===== src/design/fspc_pkg.sv =====
// constants, enums and codes shared by both ends of the flash command link
// assumes one 25 MHz clock shared by device end and host end
package fspc_pkg;
  // ==========================================================
  // link widths and block map
  localparam int ADDR_W = 24;
  localparam int DATA_W = 32;
  localparam int CODE_W = 8;
  localparam int NUM_BLK = 8;
  localparam int BLK_LSB = 16;
  localparam int BLK_W = 3;
  localparam int CNT_W = 8;
  // ==========================================================
  // default command codes, arbitrary values
  localparam logic [7:0] CMD_READ_ARRAY = 8'hf0;
  localparam logic [7:0] CMD_READ_STATUS = 8'h70;
  localparam logic [7:0] CMD_READ_SIG = 8'h90;
  localparam logic [7:0] CMD_READ_QUERY = 8'h98;
  localparam logic [7:0] CMD_CLR_STATUS = 8'h50;
  localparam logic [7:0] CMD_PROG_SETUP = 8'h40;
  localparam logic [7:0] CMD_BUFPROG_SETUP = 8'he8;
  localparam logic [7:0] CMD_ERASE_SETUP = 8'h20;
  localparam logic [7:0] CMD_SUSPEND = 8'hb0;
  localparam logic [7:0] CMD_RESUME = 8'hd1;
  localparam logic [7:0] CMD_BCR_SETUP = 8'h60;
  localparam logic [7:0] CMD_PSET_SETUP = 8'h61;
  localparam logic [7:0] CMD_PCLR_SETUP = 8'h62;
  localparam logic [7:0] CMD_CONFIRM = 8'hd0;
  // ==========================================================
  // status register bit positions
  localparam int SR_READY = 7;
  localparam int SR_ESUSP = 6;
  localparam int SR_ERASE_ERR = 5;
  localparam int SR_PROG_ERR = 4;
  localparam int SR_PEN = 3;
  localparam int SR_PSUSP = 2;
  localparam int SR_PROT_ERR = 1;
  // ==========================================================
  // burst configuration layout and reset value
  localparam int BCR_W = 16;
  localparam int BCR_BURST_CFG_BIT0 = 0;
  localparam int BCR_LEN_W = 3;
  localparam int BCR_TYPE_BIT = 3;
  localparam int BCR_XLAT_LSB = 4;
  localparam int BCR_XLAT_W = 4;
  localparam int BCR_YLAT_LSB = 8;
  localparam int BCR_YLAT_W = 2;
  localparam int BCR_ASYNC_BIT = 15;
  localparam logic [15:0] BCR_RST = 16'h8000;
  // ==========================================================
  // read words, values arbitrary
  localparam logic [31:0] ERASED_WORD = 32'hffff_ffff;
  localparam logic [31:0] SIG_WORD = 32'h0000_5a5a;
  localparam logic [31:0] QUERY_WORD = 32'h0000_1234;
  localparam logic [7:0] PROT_RST = 8'hff;
  // ==========================================================
  // timing in cycles of the 25 MHz clock
  localparam logic [7:0] PROG_CYCLES = 8'h10;
  localparam logic [7:0] ERASE_CYCLES = 8'h40;
  localparam logic [7:0] PAUSE_CYCLES = 8'h04;
  localparam logic [7:0] MIN_ERASE_GAP_CYCLES = 8'h20;
  // ==========================================================
  // host wishbone register map
  localparam int WB_ADR_W = 8;
  localparam logic [7:0] H_CMD_OFF = 8'h00;
  localparam logic [7:0] H_ADDR_OFF = 8'h04;
  localparam logic [7:0] H_DATA_OFF = 8'h08;
  localparam logic [7:0] H_STAT_OFF = 8'h0c;
  localparam logic [7:0] H_RDATA_OFF = 8'h10;
  localparam int HC_WRITE_BIT = 0;
  localparam int HC_READ_BIT = 1;
  localparam int HS_BUSY = 0;
  localparam int HS_RVALID = 1;
  localparam int HS_REFUSED = 2;
  // ==========================================================
  // state encodings
  typedef enum logic [3:0] {
    RM_ARRAY = 4'b0001, RM_STATUS = 4'b0010,
    RM_SIG = 4'b0100, RM_QUERY = 4'b1000
  } fspc_rmode_t;
  typedef enum logic [5:0] {
    PD_NONE = 6'b000001, PD_PROG = 6'b000010, PD_ERASE = 6'b000100,
    PD_BCR = 6'b001000, PD_PSET = 6'b010000, PD_PCLR = 6'b100000
  } fspc_pend_t;
  typedef enum logic [2:0] {
    PE_IDLE = 3'b001, PE_RUN = 3'b010, PE_PAUSE = 3'b100
  } fspc_pe_t;
  typedef enum logic [2:0] {
    HS_IDLE = 3'b001, HS_WRITE = 3'b010, HS_READ = 3'b100
  } fspc_hst_t;
endpackage


===== src/design/fspc_link_if.sv =====
// parallel command link between host end and flash device end
// assumes both ends run on the same clock
`timescale 1ns/1ns
interface fspc_link_if;
  logic wr;
  logic rd;
  logic [23:0] addr;
  logic [31:0] wdata;
  logic [31:0] rdata;
  logic rvalid;
  modport dev (input wr, input rd, input addr, input wdata,
    output rdata, output rvalid);
  modport host (output wr, output rd, output addr, output wdata,
    input rdata, input rvalid);
endinterface


===== src/design/fspc_dev.sv =====
// flash device end: command decode, suspend/resume, config, protection
// assumes one-cycle wr/rd strobes from the host end on i_clock
`timescale 1ns/1ns
module fspc_dev #(
  parameter logic [7:0] P_READ_ARRAY = fspc_pkg::CMD_READ_ARRAY,
  parameter logic [7:0] P_READ_STATUS = fspc_pkg::CMD_READ_STATUS,
  parameter logic [7:0] P_READ_SIG = fspc_pkg::CMD_READ_SIG,
  parameter logic [7:0] P_READ_QUERY = fspc_pkg::CMD_READ_QUERY,
  parameter logic [7:0] P_CLR_STATUS = fspc_pkg::CMD_CLR_STATUS,
  parameter logic [7:0] P_PROG_SETUP = fspc_pkg::CMD_PROG_SETUP,
  parameter logic [7:0] P_BUFPROG_SETUP = fspc_pkg::CMD_BUFPROG_SETUP,
  parameter logic [7:0] P_ERASE_SETUP = fspc_pkg::CMD_ERASE_SETUP,
  parameter logic [7:0] P_SUSPEND = fspc_pkg::CMD_SUSPEND,
  parameter logic [7:0] P_RESUME = fspc_pkg::CMD_RESUME,
  parameter logic [7:0] P_BCR_SETUP = fspc_pkg::CMD_BCR_SETUP,
  parameter logic [7:0] P_PSET_SETUP = fspc_pkg::CMD_PSET_SETUP,
  parameter logic [7:0] P_PCLR_SETUP = fspc_pkg::CMD_PCLR_SETUP,
  parameter logic [7:0] P_CONFIRM = fspc_pkg::CMD_CONFIRM
) (
  input wire logic i_clock,
  input wire logic i_rst,
  fspc_link_if.dev link,
  input wire logic i_wp_n,
  output logic [15:0] o_bcr,
  output logic [7:0] o_prot,
  output logic o_pe_active
);
  // ==========================================================
  // state
  fspc_pkg::fspc_pe_t pe_r;
  fspc_pkg::fspc_rmode_t rmode_r;
  fspc_pkg::fspc_rmode_t rmode_nxt;
  fspc_pkg::fspc_pend_t pend_r;
  fspc_pkg::fspc_pend_t pend_nxt;
  logic run_erase_r;
  logic esusp_r;
  logic psusp_r;
  logic [7:0] ecnt_r;
  logic [7:0] pcnt_r;
  logic [7:0] pause_r;
  logic err_erase_r;
  logic err_prog_r;
  logic err_prot_r;
  logic [7:0] code;
  logic [2:0] blk;
  logic blk_locked;
  logic [7:0] act_cnt;
  logic op_done;
  logic pause_done;
  logic suspended;
  logic nest_ok;
  logic [7:0] sr;
  logic start_prog;
  logic start_erase;
  logic bcr_we;
  logic pset;
  logic pclr;
  logic seq_abort;
  logic prot_fail;
  logic susp_go;
  logic resume_go;
  logic clr_go;
  logic rmode_we;

  // ==========================================================
  // decode helpers
  assign code = link.wdata[7:0];
  assign blk = link.addr[fspc_pkg::BLK_LSB +: fspc_pkg::BLK_W];
  assign blk_locked = o_prot[blk] & ~i_wp_n;
  assign act_cnt = run_erase_r ? ecnt_r : pcnt_r;
  // operation may finish during the pause; completion wins
  assign op_done = (pe_r != fspc_pkg::PE_IDLE) && (act_cnt == 8'h01);
  assign pause_done = (pe_r == fspc_pkg::PE_PAUSE) &&
    (pause_r == 8'h01) && !op_done;
  assign suspended = esusp_r | psusp_r;
  assign nest_ok = esusp_r & ~psusp_r;

  // status word
  always_comb begin
    sr = 8'h00;
    sr[fspc_pkg::SR_READY] = (pe_r == fspc_pkg::PE_IDLE);
    sr[fspc_pkg::SR_ESUSP] = esusp_r;
    sr[fspc_pkg::SR_ERASE_ERR] = err_erase_r;
    sr[fspc_pkg::SR_PROG_ERR] = err_prog_r;
    sr[fspc_pkg::SR_PSUSP] = psusp_r;
    sr[fspc_pkg::SR_PROT_ERR] = err_prot_r;
  end

  // ==========================================================
  // command interpreter
  always_comb begin
    start_prog = 1'b0;
    start_erase = 1'b0;
    bcr_we = 1'b0;
    pset = 1'b0;
    pclr = 1'b0;
    seq_abort = 1'b0;
    prot_fail = 1'b0;
    susp_go = 1'b0;
    resume_go = 1'b0;
    clr_go = 1'b0;
    rmode_we = 1'b0;
    rmode_nxt = rmode_r;
    pend_nxt = fspc_pkg::PD_NONE;
    if (link.wr) begin
      if (pe_r == fspc_pkg::PE_PAUSE) begin
        // nothing accepted until paused
      end else if (pe_r == fspc_pkg::PE_RUN) begin
        // only status read and suspend while running
        if (code == P_SUSPEND) begin
          susp_go = 1'b1;
        end else if (code == P_READ_STATUS) begin
          rmode_we = 1'b1;
          rmode_nxt = fspc_pkg::RM_STATUS;
        end
      end else if (pend_r != fspc_pkg::PD_NONE) begin
        // second cycle of a two-cycle command
        rmode_we = 1'b1;
        rmode_nxt = fspc_pkg::RM_STATUS;
        case (pend_r)
          fspc_pkg::PD_PROG: begin
            if (blk_locked) prot_fail = 1'b1;
            else start_prog = 1'b1;
          end
          fspc_pkg::PD_ERASE: begin
            if (code != P_CONFIRM) seq_abort = 1'b1;
            else if (blk_locked) prot_fail = 1'b1;
            else start_erase = 1'b1;
          end
          fspc_pkg::PD_BCR: begin
            if (code != P_CONFIRM) begin
              seq_abort = 1'b1;
            end else begin
              bcr_we = 1'b1;
              rmode_nxt = fspc_pkg::RM_ARRAY;
            end
          end
          fspc_pkg::PD_PSET: begin
            if (code != P_CONFIRM) seq_abort = 1'b1;
            else pset = 1'b1;
          end
          fspc_pkg::PD_PCLR: begin
            if (code != P_CONFIRM) seq_abort = 1'b1;
            else pclr = 1'b1;
          end
          default: begin
            seq_abort = 1'b0;
          end
        endcase
      end else begin
        // first cycle, controller idle or suspended
        case (code)
          P_READ_ARRAY: begin
            rmode_we = 1'b1;
            rmode_nxt = fspc_pkg::RM_ARRAY;
          end
          P_READ_STATUS: begin
            rmode_we = 1'b1;
            rmode_nxt = fspc_pkg::RM_STATUS;
          end
          P_READ_SIG: begin
            rmode_we = 1'b1;
            rmode_nxt = fspc_pkg::RM_SIG;
          end
          P_READ_QUERY: begin
            rmode_we = 1'b1;
            rmode_nxt = fspc_pkg::RM_QUERY;
          end
          P_CLR_STATUS: begin
            clr_go = !suspended;
          end
          P_RESUME: begin
            if (suspended) begin
              resume_go = 1'b1;
              rmode_we = 1'b1;
              rmode_nxt = fspc_pkg::RM_STATUS;
            end
          end
          P_PROG_SETUP, P_BUFPROG_SETUP: begin
            if (!suspended || nest_ok) begin
              pend_nxt = fspc_pkg::PD_PROG;
              rmode_we = 1'b1;
              rmode_nxt = fspc_pkg::RM_STATUS;
            end
          end
          P_ERASE_SETUP: begin
            if (!suspended) pend_nxt = fspc_pkg::PD_ERASE;
          end
          P_BCR_SETUP: begin
            if (!suspended) pend_nxt = fspc_pkg::PD_BCR;
          end
          P_PSET_SETUP: begin
            if (!suspended || nest_ok) pend_nxt = fspc_pkg::PD_PSET;
          end
          P_PCLR_SETUP: begin
            if (!suspended || nest_ok) pend_nxt = fspc_pkg::PD_PCLR;
          end
          default: begin
            // suspend while idle or suspended is dropped
            clr_go = 1'b0;
          end
        endcase
      end
    end
  end

  // ==========================================================
  // program/erase controller phase
  always_ff @(posedge i_clock or posedge i_rst) begin
    if (i_rst) begin
      pe_r <= fspc_pkg::PE_IDLE;
      run_erase_r <= 1'b0;
    end else if (start_prog) begin
      pe_r <= fspc_pkg::PE_RUN;
      run_erase_r <= 1'b0;
    end else if (start_erase) begin
      pe_r <= fspc_pkg::PE_RUN;
      run_erase_r <= 1'b1;
    end else if (resume_go) begin
      pe_r <= fspc_pkg::PE_RUN;
      run_erase_r <= ~psusp_r;
    end else if (susp_go) begin
      pe_r <= fspc_pkg::PE_PAUSE;
    end else if (op_done || pause_done) begin
      pe_r <= fspc_pkg::PE_IDLE;
    end
  end

  // remaining work of each operation, kept across a suspend
  always_ff @(posedge i_clock or posedge i_rst) begin
    if (i_rst) begin
      ecnt_r <= 8'h00;
      pcnt_r <= 8'h00;
    end else if (start_erase) begin
      ecnt_r <= fspc_pkg::ERASE_CYCLES;
    end else if (start_prog) begin
      pcnt_r <= fspc_pkg::PROG_CYCLES;
    end else if (pe_r != fspc_pkg::PE_IDLE) begin
      if (run_erase_r) ecnt_r <= ecnt_r - 8'h01;
      else pcnt_r <= pcnt_r - 8'h01;
    end
  end

  // pause latency after suspend
  always_ff @(posedge i_clock or posedge i_rst) begin
    if (i_rst) pause_r <= 8'h00;
    else if (susp_go) pause_r <= fspc_pkg::PAUSE_CYCLES;
    else if (pe_r == fspc_pkg::PE_PAUSE) pause_r <= pause_r - 8'h01;
  end

  // suspend flags
  always_ff @(posedge i_clock or posedge i_rst) begin
    if (i_rst) begin
      esusp_r <= 1'b0;
      psusp_r <= 1'b0;
    end else if (pause_done) begin
      if (run_erase_r) esusp_r <= 1'b1;
      else psusp_r <= 1'b1;
    end else if (resume_go) begin
      if (psusp_r) psusp_r <= 1'b0;
      else esusp_r <= 1'b0;
    end
  end

  // sticky error bits, set wins over clear
  always_ff @(posedge i_clock or posedge i_rst) begin
    if (i_rst) begin
      err_erase_r <= 1'b0;
      err_prog_r <= 1'b0;
      err_prot_r <= 1'b0;
    end else begin
      err_erase_r <= seq_abort | (err_erase_r & ~clr_go);
      err_prog_r <= seq_abort | (err_prog_r & ~clr_go);
      err_prot_r <= prot_fail | (err_prot_r & ~clr_go);
    end
  end

  // read mode and pending second cycle
  always_ff @(posedge i_clock or posedge i_rst) begin
    if (i_rst) begin
      rmode_r <= fspc_pkg::RM_ARRAY;
      pend_r <= fspc_pkg::PD_NONE;
    end else begin
      if (rmode_we) rmode_r <= rmode_nxt;
      if (link.wr && pe_r == fspc_pkg::PE_IDLE) pend_r <= pend_nxt;
    end
  end

  // burst configuration register
  always_ff @(posedge i_clock or posedge i_rst) begin
    if (i_rst) o_bcr <= fspc_pkg::BCR_RST;
    else if (bcr_we) o_bcr <= link.addr[15:0];
  end

  // per-block protection, all protected after reset
  always_ff @(posedge i_clock or posedge i_rst) begin
    if (i_rst) begin
      o_prot <= fspc_pkg::PROT_RST;
    end else if (pset) begin
      o_prot[blk] <= 1'b1;
    end else if (pclr) begin
      o_prot[blk] <= 1'b0;
    end
  end

  // read data path and activity output
  always_ff @(posedge i_clock or posedge i_rst) begin
    if (i_rst) begin
      link.rdata <= 32'h0000_0000;
      link.rvalid <= 1'b0;
      o_pe_active <= 1'b0;
    end else begin
      link.rvalid <= link.rd;
      o_pe_active <= (pe_r != fspc_pkg::PE_IDLE);
      if (link.rd) begin
        case (rmode_r)
          fspc_pkg::RM_STATUS: link.rdata <= {24'h00_0000, sr};
          fspc_pkg::RM_SIG: link.rdata <= fspc_pkg::SIG_WORD;
          fspc_pkg::RM_QUERY: link.rdata <= fspc_pkg::QUERY_WORD;
          default: link.rdata <= fspc_pkg::ERASED_WORD;
        endcase
      end
    end
  end
endmodule


===== src/flat_wrapper.sv =====
// flat-port wrapper written by rule: the top's interface ports become plain ports
module fspc_dev_flat 
#(
  parameter logic [7:0] P_READ_ARRAY = fspc_pkg::CMD_READ_ARRAY,
  parameter logic [7:0] P_READ_STATUS = fspc_pkg::CMD_READ_STATUS,
  parameter logic [7:0] P_READ_SIG = fspc_pkg::CMD_READ_SIG,
  parameter logic [7:0] P_READ_QUERY = fspc_pkg::CMD_READ_QUERY,
  parameter logic [7:0] P_CLR_STATUS = fspc_pkg::CMD_CLR_STATUS,
  parameter logic [7:0] P_PROG_SETUP = fspc_pkg::CMD_PROG_SETUP,
  parameter logic [7:0] P_BUFPROG_SETUP = fspc_pkg::CMD_BUFPROG_SETUP,
  parameter logic [7:0] P_ERASE_SETUP = fspc_pkg::CMD_ERASE_SETUP,
  parameter logic [7:0] P_SUSPEND = fspc_pkg::CMD_SUSPEND,
  parameter logic [7:0] P_RESUME = fspc_pkg::CMD_RESUME,
  parameter logic [7:0] P_BCR_SETUP = fspc_pkg::CMD_BCR_SETUP,
  parameter logic [7:0] P_PSET_SETUP = fspc_pkg::CMD_PSET_SETUP,
  parameter logic [7:0] P_PCLR_SETUP = fspc_pkg::CMD_PCLR_SETUP,
  parameter logic [7:0] P_CONFIRM = fspc_pkg::CMD_CONFIRM
)
  (i_clock, i_rst, i_wp_n, o_bcr, o_prot, o_pe_active, link_wr, link_rd, link_addr, link_wdata, link_rdata, link_rvalid);
  fspc_link_if link_i ();
  input wire logic i_clock;
  input wire logic i_rst;
  input wire logic i_wp_n;
  output logic [15:0] o_bcr;
  output logic [7:0] o_prot;
  output logic o_pe_active;
  input wire logic [$bits(link_i.wr)-1:0] link_wr;
  input wire logic [$bits(link_i.rd)-1:0] link_rd;
  input wire logic [$bits(link_i.addr)-1:0] link_addr;
  input wire logic [$bits(link_i.wdata)-1:0] link_wdata;
  output wire logic [$bits(link_i.rdata)-1:0] link_rdata;
  output wire logic [$bits(link_i.rvalid)-1:0] link_rvalid;
  assign link_i.wr = link_wr;
  assign link_i.rd = link_rd;
  assign link_i.addr = link_addr;
  assign link_i.wdata = link_wdata;
  assign link_rdata = link_i.rdata;
  assign link_rvalid = link_i.rvalid;
  fspc_dev #(.P_READ_ARRAY(P_READ_ARRAY), .P_READ_STATUS(P_READ_STATUS), .P_READ_SIG(P_READ_SIG), .P_READ_QUERY(P_READ_QUERY), .P_CLR_STATUS(P_CLR_STATUS), .P_PROG_SETUP(P_PROG_SETUP), .P_BUFPROG_SETUP(P_BUFPROG_SETUP), .P_ERASE_SETUP(P_ERASE_SETUP), .P_SUSPEND(P_SUSPEND), .P_RESUME(P_RESUME), .P_BCR_SETUP(P_BCR_SETUP), .P_PSET_SETUP(P_PSET_SETUP), .P_PCLR_SETUP(P_PCLR_SETUP), .P_CONFIRM(P_CONFIRM)) u_core (.i_clock(i_clock), .i_rst(i_rst), .link(link_i), .i_wp_n(i_wp_n), .o_bcr(o_bcr), .o_prot(o_prot), .o_pe_active(o_pe_active));
endmodule

===== config.mk =====
export PLATFORM = sky130hd
export DESIGN_NAME = fspc_dev_flat
export DESIGN_NICKNAME = d
export VERILOG_FILES = /design/src/design/fspc_pkg.sv /design/src/design/fspc_link_if.sv /design/src/design/fspc_dev.sv /design/src/flat_wrapper.sv
export SDC_FILE = /design/constraint.sdc
export NUM_CORES = 1
export LEC_CHECK = 0
export BUFFER_PORTS_ARGS = -buffer_cell sky130_fd_sc_hd__buf_2
export CAP_MARGIN = 20
export CORE_ASPECT_RATIO = 0.7
export CORE_MARGIN = 10
export CORE_UTILIZATION = 45
export DETAILED_ROUTE_END_ITERATION = 16
export PLACE_DENSITY = 0.69
export SLEW_MARGIN = 10
export SYNTH_ARGS = -nofsm -noshare
export SYNTH_HDL_FRONTEND = slang
export SYNTH_SLANG_ARGS = --single-unit

===== constraint.sdc =====
create_clock -name i_clock -period 4.7 [get_ports i_clock]
set_input_delay 0.47 -clock i_clock [delete_from_list [all_inputs] [get_ports i_clock]]
set_output_delay 0.47 -clock i_clock [all_outputs]
set_load 0.02 [all_outputs]

==> summary.txt, run 1 <==
CTS tree = yes
Synth Area in Adders = 1.311%
Setup TNS Final = 0 ns
Final setup fails = 0
Finished Cell Area = 0.005137 mm2
Mapped Cells = 470
Clk root buf = clkbuf_16
Cell Area, Synth = 0.004579 mm2
Slowest stage delay, CP = 0.84 ns
Post-CTS sizing = 0
Min-Delay Path Class = input pin to asynchronous set/reset pin
Final std cells w/o fill = 659
Crit path DAT = 2.80 ns
IO Pins = 119
Die Y = 104.4 um
Worst path cell trace = mux2i_1 > mux4_2 > o211ai_1 > a21oi_1 > a211oi_1
CP max stage cell = o211ai_1
Final Net Count = 590
GRT Resource Usage Total = 14.75%
Synth Area in XOR/XNOR = 1.913%
Synth top area share = 36.07%
Layout fillers = 890
Initial antenna violation count = 1
EDFF count, synth = 0
GP Congestion = 0.9268
Largest family of logic cells by synthesized area = simple AND/OR/NAND/NOR gates
Fraction of layout cells with a size suffix above 1 = 29.43%
Synth area leaders = dfrtp_1, dfstp_2, mux2_2
Syn_nets = 535
Num CTS Buffers = 9
Sw Share = 31.42%
Num rows = 30
DP HPWL = 7953 um
Clk network pwr share = 37.0%
P&R area growth vs syn = 12.19%
Comb power frac = 18.8%
Area leader, netlist = dfrtp_1
Post-synthesis register bit count = 78
Synth top cells by count = dfrtp_1, nand2_1, nor2_1
PwrDens = 345.9 mW/mm2
Aggregate routed wire length = 10800 um
Worst Clk Skew = 0.008643 ns
Yosys warns = 0
Antenna-violating nets left = 0
H-tree depth = 3
Period utilization = 54.48%
Simple logic cell fraction of the synthesized area = 22.90%
Congestion Overflow GR = 0
Synth unique cells = 72
Post-synthesis average cell area = 9.743 um2
Vias = 3652
CTS Hold Bufs = 0
R2R cell count = 5
# Post-CTS Setup Buffers = 0
Rel. slew slack = 32.13%
Largest fanout on the critical path = 12
CTS Sinks = 78
Internal Pwr Total = 0.001219 W
Ys flop type = dfrtp_1
Max Slew Vio Count = 0
Initial DRC Count = 245
Max-cap violation count = 0
Wire length per cell = 16.39 um
Die X = 140.6 um
Placed Cells = 641
Post-DP Area = 0.004846 mm2
Req. time, crit path = 4.94 ns
Worst vdd ir = 0.2715 mV
Register area share after synthesis = 42.95%
Compound-gate portion of the synthesized area = 12.19%
Async SR Flop Fraction = 100.0%
RSZ-0062 raised after global routing = no
Worst-Margin Slew = 1.014 ns
Most numerous cell in the Yosys netlist = dfrtp_1
Terminus of the critical flop-to-flop path = u_core.ecnt_r[1]$_DFFE_PP0P_
Vias in the first global route = 3647
Flop pwr share = 44.2%
Initial Utilization = 46.74%
Final hold vios = 0
Clk_lat worst skew = 0.34 ns
Die area = 0.01468 mm2
Fin crit period = 2.560 ns
First-pass GRT wire length = 18170 um
Pin count of the biggest net entering global routing = 44
FF-to-FF setup slack = 2.14 ns
Core area = 0.009797 mm2
Port bufs = 89
Max Clk Rate = 390.6 MHz
Crit start category = flip-flop
Static Leak = 2.436 nW
DR vias/cell = 5.542
Critical path capture point type = flip-flop
Drt pass-1 iters = 4
Mux cell area share after synthesis = 8.880%
Drt drc = 0
Clock tree buffer depth = 2
Run status = complete, no violations
Psw = 0.0005583 W
Clock slew at reported path FFs = 0.06 ns
WS Path Type = flip-flop to flip-flop
-- worst max-delay path, delay by kind of cell (launching register included) --
family / cells / cell delay [ns]
AOI/OAI and AO/OA: 3 / 1.26
muxes: 2 / 0.65
DFF: 1 / 0.55
-- power groups by stage --
stage               clock [W]  combinational [W]  sequential [W]
floorplan                   0           0.000264        0.000806
global placement            0           0.000328        0.000793
detailed placement          0           0.000336        0.000795
CTS                  0.000673           0.000336        0.000784
global route         0.000703           0.000371        0.000795
finish               0.000658           0.000334        0.000785
-- metal layers --
layer | global-route usage (%) | routed length (um)
met5 | 0 | 0
met4 | 4.191 | 117
met3 | 4.836 | 816
met2 | 23.44 | 5116
met1 | 18.59 | 4750
-- area by class of cell --
| cell class | instances | area (um2) | area share [%] |
|---|---|---|---|
| Antenna cell | 1 | 2.502 | 0.04871 |
| Timing Repair Buffer | 91 | 457.9 | 8.914 |
| Clock inverter | 6 | 45.04 | 0.8768 |
| Inverter | 28 | 105.1 | 2.046 |
| Multi-Input combinational cell | 317 | 2161 | 42.06 |
| Clock buffer | 10 | 239.0 | 4.652 |
| Tap cell | 128 | 160.2 | 3.117 |
| Sequential cell | 78 | 1967 | 38.29 |
-- metrics by stage --
step	total power [W]	util, %	setup WS, ns	hold slack, ns
floorplan	0.001070	-	2.255	0.4495
global placement	0.001121	49.46	2.027	0.4629
detailed placement	0.001132	49.46	1.960	0.4672
CTS	0.001794	52.36	2.103	0.3518
global route	0.001870	52.44	1.915	0.3543
finish	0.001777	52.44	2.140	0.3377
-- how the worst max path moves through the flow --
stage	cells after the start	startpoint	end	slack, ns
5_1_grt	5	flip-flop	u_core.ecnt_r[1]$_DFFE_PP0P_	1.91
6_report	5	flip-flop	u_core.ecnt_r[1]$_DFFE_PP0P_	2.14
3_5_place_dp	6	link_addr[16]	u_core.ecnt_r[1]$_DFFE_PP0P_	1.96
4_1_cts	5	flip-flop	u_core.ecnt_r[1]$_DFFE_PP0P_	2.10
3_3_place_gp	6	link_wdata[3]	u_core.rmode_r[2]$_DFFE_PP0P_	2.03
2_1_floorplan	1	i_rst	u_core.ecnt_r[0]$_DFFE_PP0P_	2.25
-- logic make-up after synthesis --
logic type	Yosys count
xor+xnor	10
simple gates	184
fa+ha+maj	5
mux	37
buf+inv	75
flops	78
compound gates	81
-- cell usage in the layout (no fill, tap or decap), types with 4 or more instances in the layout --
cell / count
ha_1: 4
o21ai_0: 24
nand2_1: 38
xnor2_1: 5
xor2_1: 5
dfstp_2: 12
nor3_1: 14
dfrtp_1: 66
a31oi_1: 4
nand3b_1: 6
nand2b_1: 13
or3_1: 4
nand3_1: 19
nor4_1: 13
buf_2: 89
or4_1: 9
nor2_1: 30
a21oi_1: 15
nor2b_1: 4
o31ai_1: 5
mux2i_1: 17
mux2_2: 19
nand4_1: 4
clkbuf_16: 9
inv_1: 27
(Power assumes the default switching activity.)
==> inputs of run 2 (changes only) <==
clock period = 2.7 ns   (was 4.7 ns; I/O delays follow)
==> run 2 against run 1 <==
Compared with the run above:
- clock skew fell by 0.0024 ns
- power up 73%
- core utilization up 0.87 points
- sequential cell count did not move
- worst setup slack lost 1.9 ns
- wire length is 2.0% lower
- clock power up 67%
- sequential power increased by 75%
- largest cell class unchanged
==> summary.txt, run 2 (synthesis gave the netlist of run 1 again) <==
Run status = complete, no violations
Final std cells w/o fill = 669 (+1.5%)
Commonest non-fill, non-tap cell in the layout = buf_2
Antenna Cells = 0 (-1)
Congestion Overflow GR = 0 (unchanged)
RSZ-0062 raised after global routing = no
Clk network pwr share = 36.0% (-1.0 points)
Die Y = 104.4 um (unchanged)
Final hold vios = 0 (unchanged)
DP HPWL = 8153 um (+2.5%)
P&R area growth vs syn = 14.04%
CP max stage cell = o211ai_1
Max Clk Rate = 408.4 MHz (+4.6%)
Internal Pwr Total = 0.002113 W (+73%)
Period utilization = 90.70% (+36 points)
Antenna-violating nets left = 0 (unchanged)
Setup TNS Final = 0 ns (unchanged)
Initial antenna violation count = 0 (-1)
Die area = 0.01468 mm2 (unchanged)
Clk_lat worst skew = 0.33 ns (about the same)
Psw = 0.0009557 W (+71%)
PwrDens = 587.6 mW/mm2 (+70%)
CTS Sinks = 78 (unchanged)
Vias = 3692 (+1.1%)
Slowest stage delay, CP = 0.74 ns (-0.10 ns)
Min-Delay Path Class = input pin to asynchronous set/reset pin
Placed Cells = 653 (+1.9%)
Die X = 140.6 um (unchanged)
Num rows = 30 (unchanged)
Flop pwr share = 44.5% (+0.3 points)
Crit path DAT = 2.67 ns (-0.13 ns)
Critical path capture point type = flip-flop
Comb power frac = 19.4% (+0.6 points)
Final setup fails = 0 (unchanged)
Aggregate routed wire length = 10590 um (-2.0%)
Rel. slew slack = 41.13% (+9.0 points)
GP Congestion = 0.9114 (-1.7%)
Worst path cell trace = mux2i_1 > mux4_2 > o211ai_1 > a21oi_1 > a211oi_1
Wire length per cell = 15.83 um (-3.4%)
Max-cap violation count = 0 (unchanged)
Fraction of layout cells with a size suffix above 1 = 30.68% (+1.2 points)
IO Pins = 119 (unchanged)
Drt pass-1 iters = 4 (unchanged)
GRT Resource Usage Total = 14.57% (-0.18 points)
Worst Clk Skew = 0.006221 ns (-0.002422 ns)
WS Path Type = flip-flop to flip-flop
Max Slew Vio Count = 0 (unchanged)
Fin crit period = 2.449 ns (-0.1116 ns)
# Post-CTS Setup Buffers = 0 (unchanged)
Worst vdd ir = 0.3160 mV (+16%)
Final Net Count = 601 (+1.9%)
Static Leak = 2.502 nW (+2.7%)
CTS tree = yes
Clk root buf = clkbuf_16
Core area = 0.009797 mm2 (unchanged)
Largest fanout on the critical path = 12 (unchanged)
Worst-Margin Slew = 0.8791 ns (-0.1344 ns)
Initial Utilization = 46.74% (unchanged)
Req. time, crit path = 2.92 ns (-2.02 ns)
H-tree depth = 3 (unchanged)
Vias in the first global route = 3601 (-1.3%)
Sw Share = 31.15% (-0.27 points)
Clock slew at reported path FFs = 0.06 ns (about the same)
Commonest non-fill, non-tap cells in the layout = buf_2, dfrtp_1, nand2_1
CTS Hold Bufs = 0 (unchanged)
Pin count of the biggest net entering global routing = 53 (+20%)
Crit start category = flip-flop
First-pass GRT wire length = 17980 um (-1.0%)
Drt drc = 0 (unchanged)
Initial DRC Count = 240 (-2.0%)
Port bufs = 89 (unchanged)
DR vias/cell = 5.519 (-0.42%)
Num CTS Buffers = 9 (unchanged)
Post-CTS sizing = 0 (unchanged)
Clock tree buffer depth = 2 (unchanged)
run 2: cell count changes in the layout (fill, tap and decap cells not counted), sizes merged:
cell,delta
clkbuf,-1
buf,+12
inv,+1
diode,-1
clkinvlp,-3
clkinv,+2
run 2: worst paths after layout:
| kind | end | slack (ns) | cells after the start |
|---|---|---|---|
| max | u_core.ecnt_r[1]$_DFFE_PP0P_ | 0.25 | 5 |
| min | u_core.pcnt_r[3]$_DFFE_PP0P_ | 0.01 | 2 |
| max reg2reg | u_core.ecnt_r[1]$_DFFE_PP0P_ | 0.25 | 5 |
| min reg2reg | u_core.err_prot_r$_DFF_PP0_ | 0.48 | 1 |
| max in group asynchronous | asynchronous set/reset pin | 1.95 | 3 |
| min in group i_clock | u_core.o_bcr[4]$_DFFE_PP0P_ | 0.17 | 2 |
run 2: cell type report:
type	count	area (um2)
Tap cell	128	160.2
Sequential cell	78	1967
Multi-Input combinational cell	317	2161
Fill cell	912	4574
Timing Repair Buffer	102	555.5
Clock inverter	6	45.04
Inverter	28	105.1
Clock buffer	10	229.0
run 2: metal layers:
layer	routed length, um	track usage (%)	vias up
li1	-	-	1794
met1	4804	19.02	1776
met2	4900	22.81	114
met3	788	4.380	8
met4	97	3.824	0
met5	0	0	-
run 2: metrics by stage:
step | cell area [um2] | setup WS (ns) | power (W) | hold WS (ns) | utilization [%]
after CTS | 5223 | 0.2450 | 0.003108 | 0.03913 | 53.31
after global placement | 4949 | 0.3077 | 0.001972 | 0.3742 | 50.51
final | 5223 | 0.2512 | 0.003069 | 0.01376 | 53.31
after detailed placement | 4949 | 0.2891 | 0.001991 | 0.3939 | 50.51
after floorplan | 4579 | 0.4548 | 0.001862 | 0.3014 | -
after global routing | 5223 | 0.09468 | 0.003242 | 0.05570 | 53.31
run 2: power groups by stage:
stage	registers (W)	clock network (W)	logic, W
global placement	0.00138	0	0.000591
CTS	0.00137	0.00114	0.000605
global route	0.00139	0.00119	0.000662
finish	0.00137	0.00110	0.000597
detailed placement	0.00139	0	0.000604
floorplan	0.00140	0	0.000459
run 2: critical path, delay by kind of cell, from the launching register on:
family | cells | cell delay, ns
compound gates | 3 | 1.14
flops | 1 | 0.54
mux | 2 | 0.66
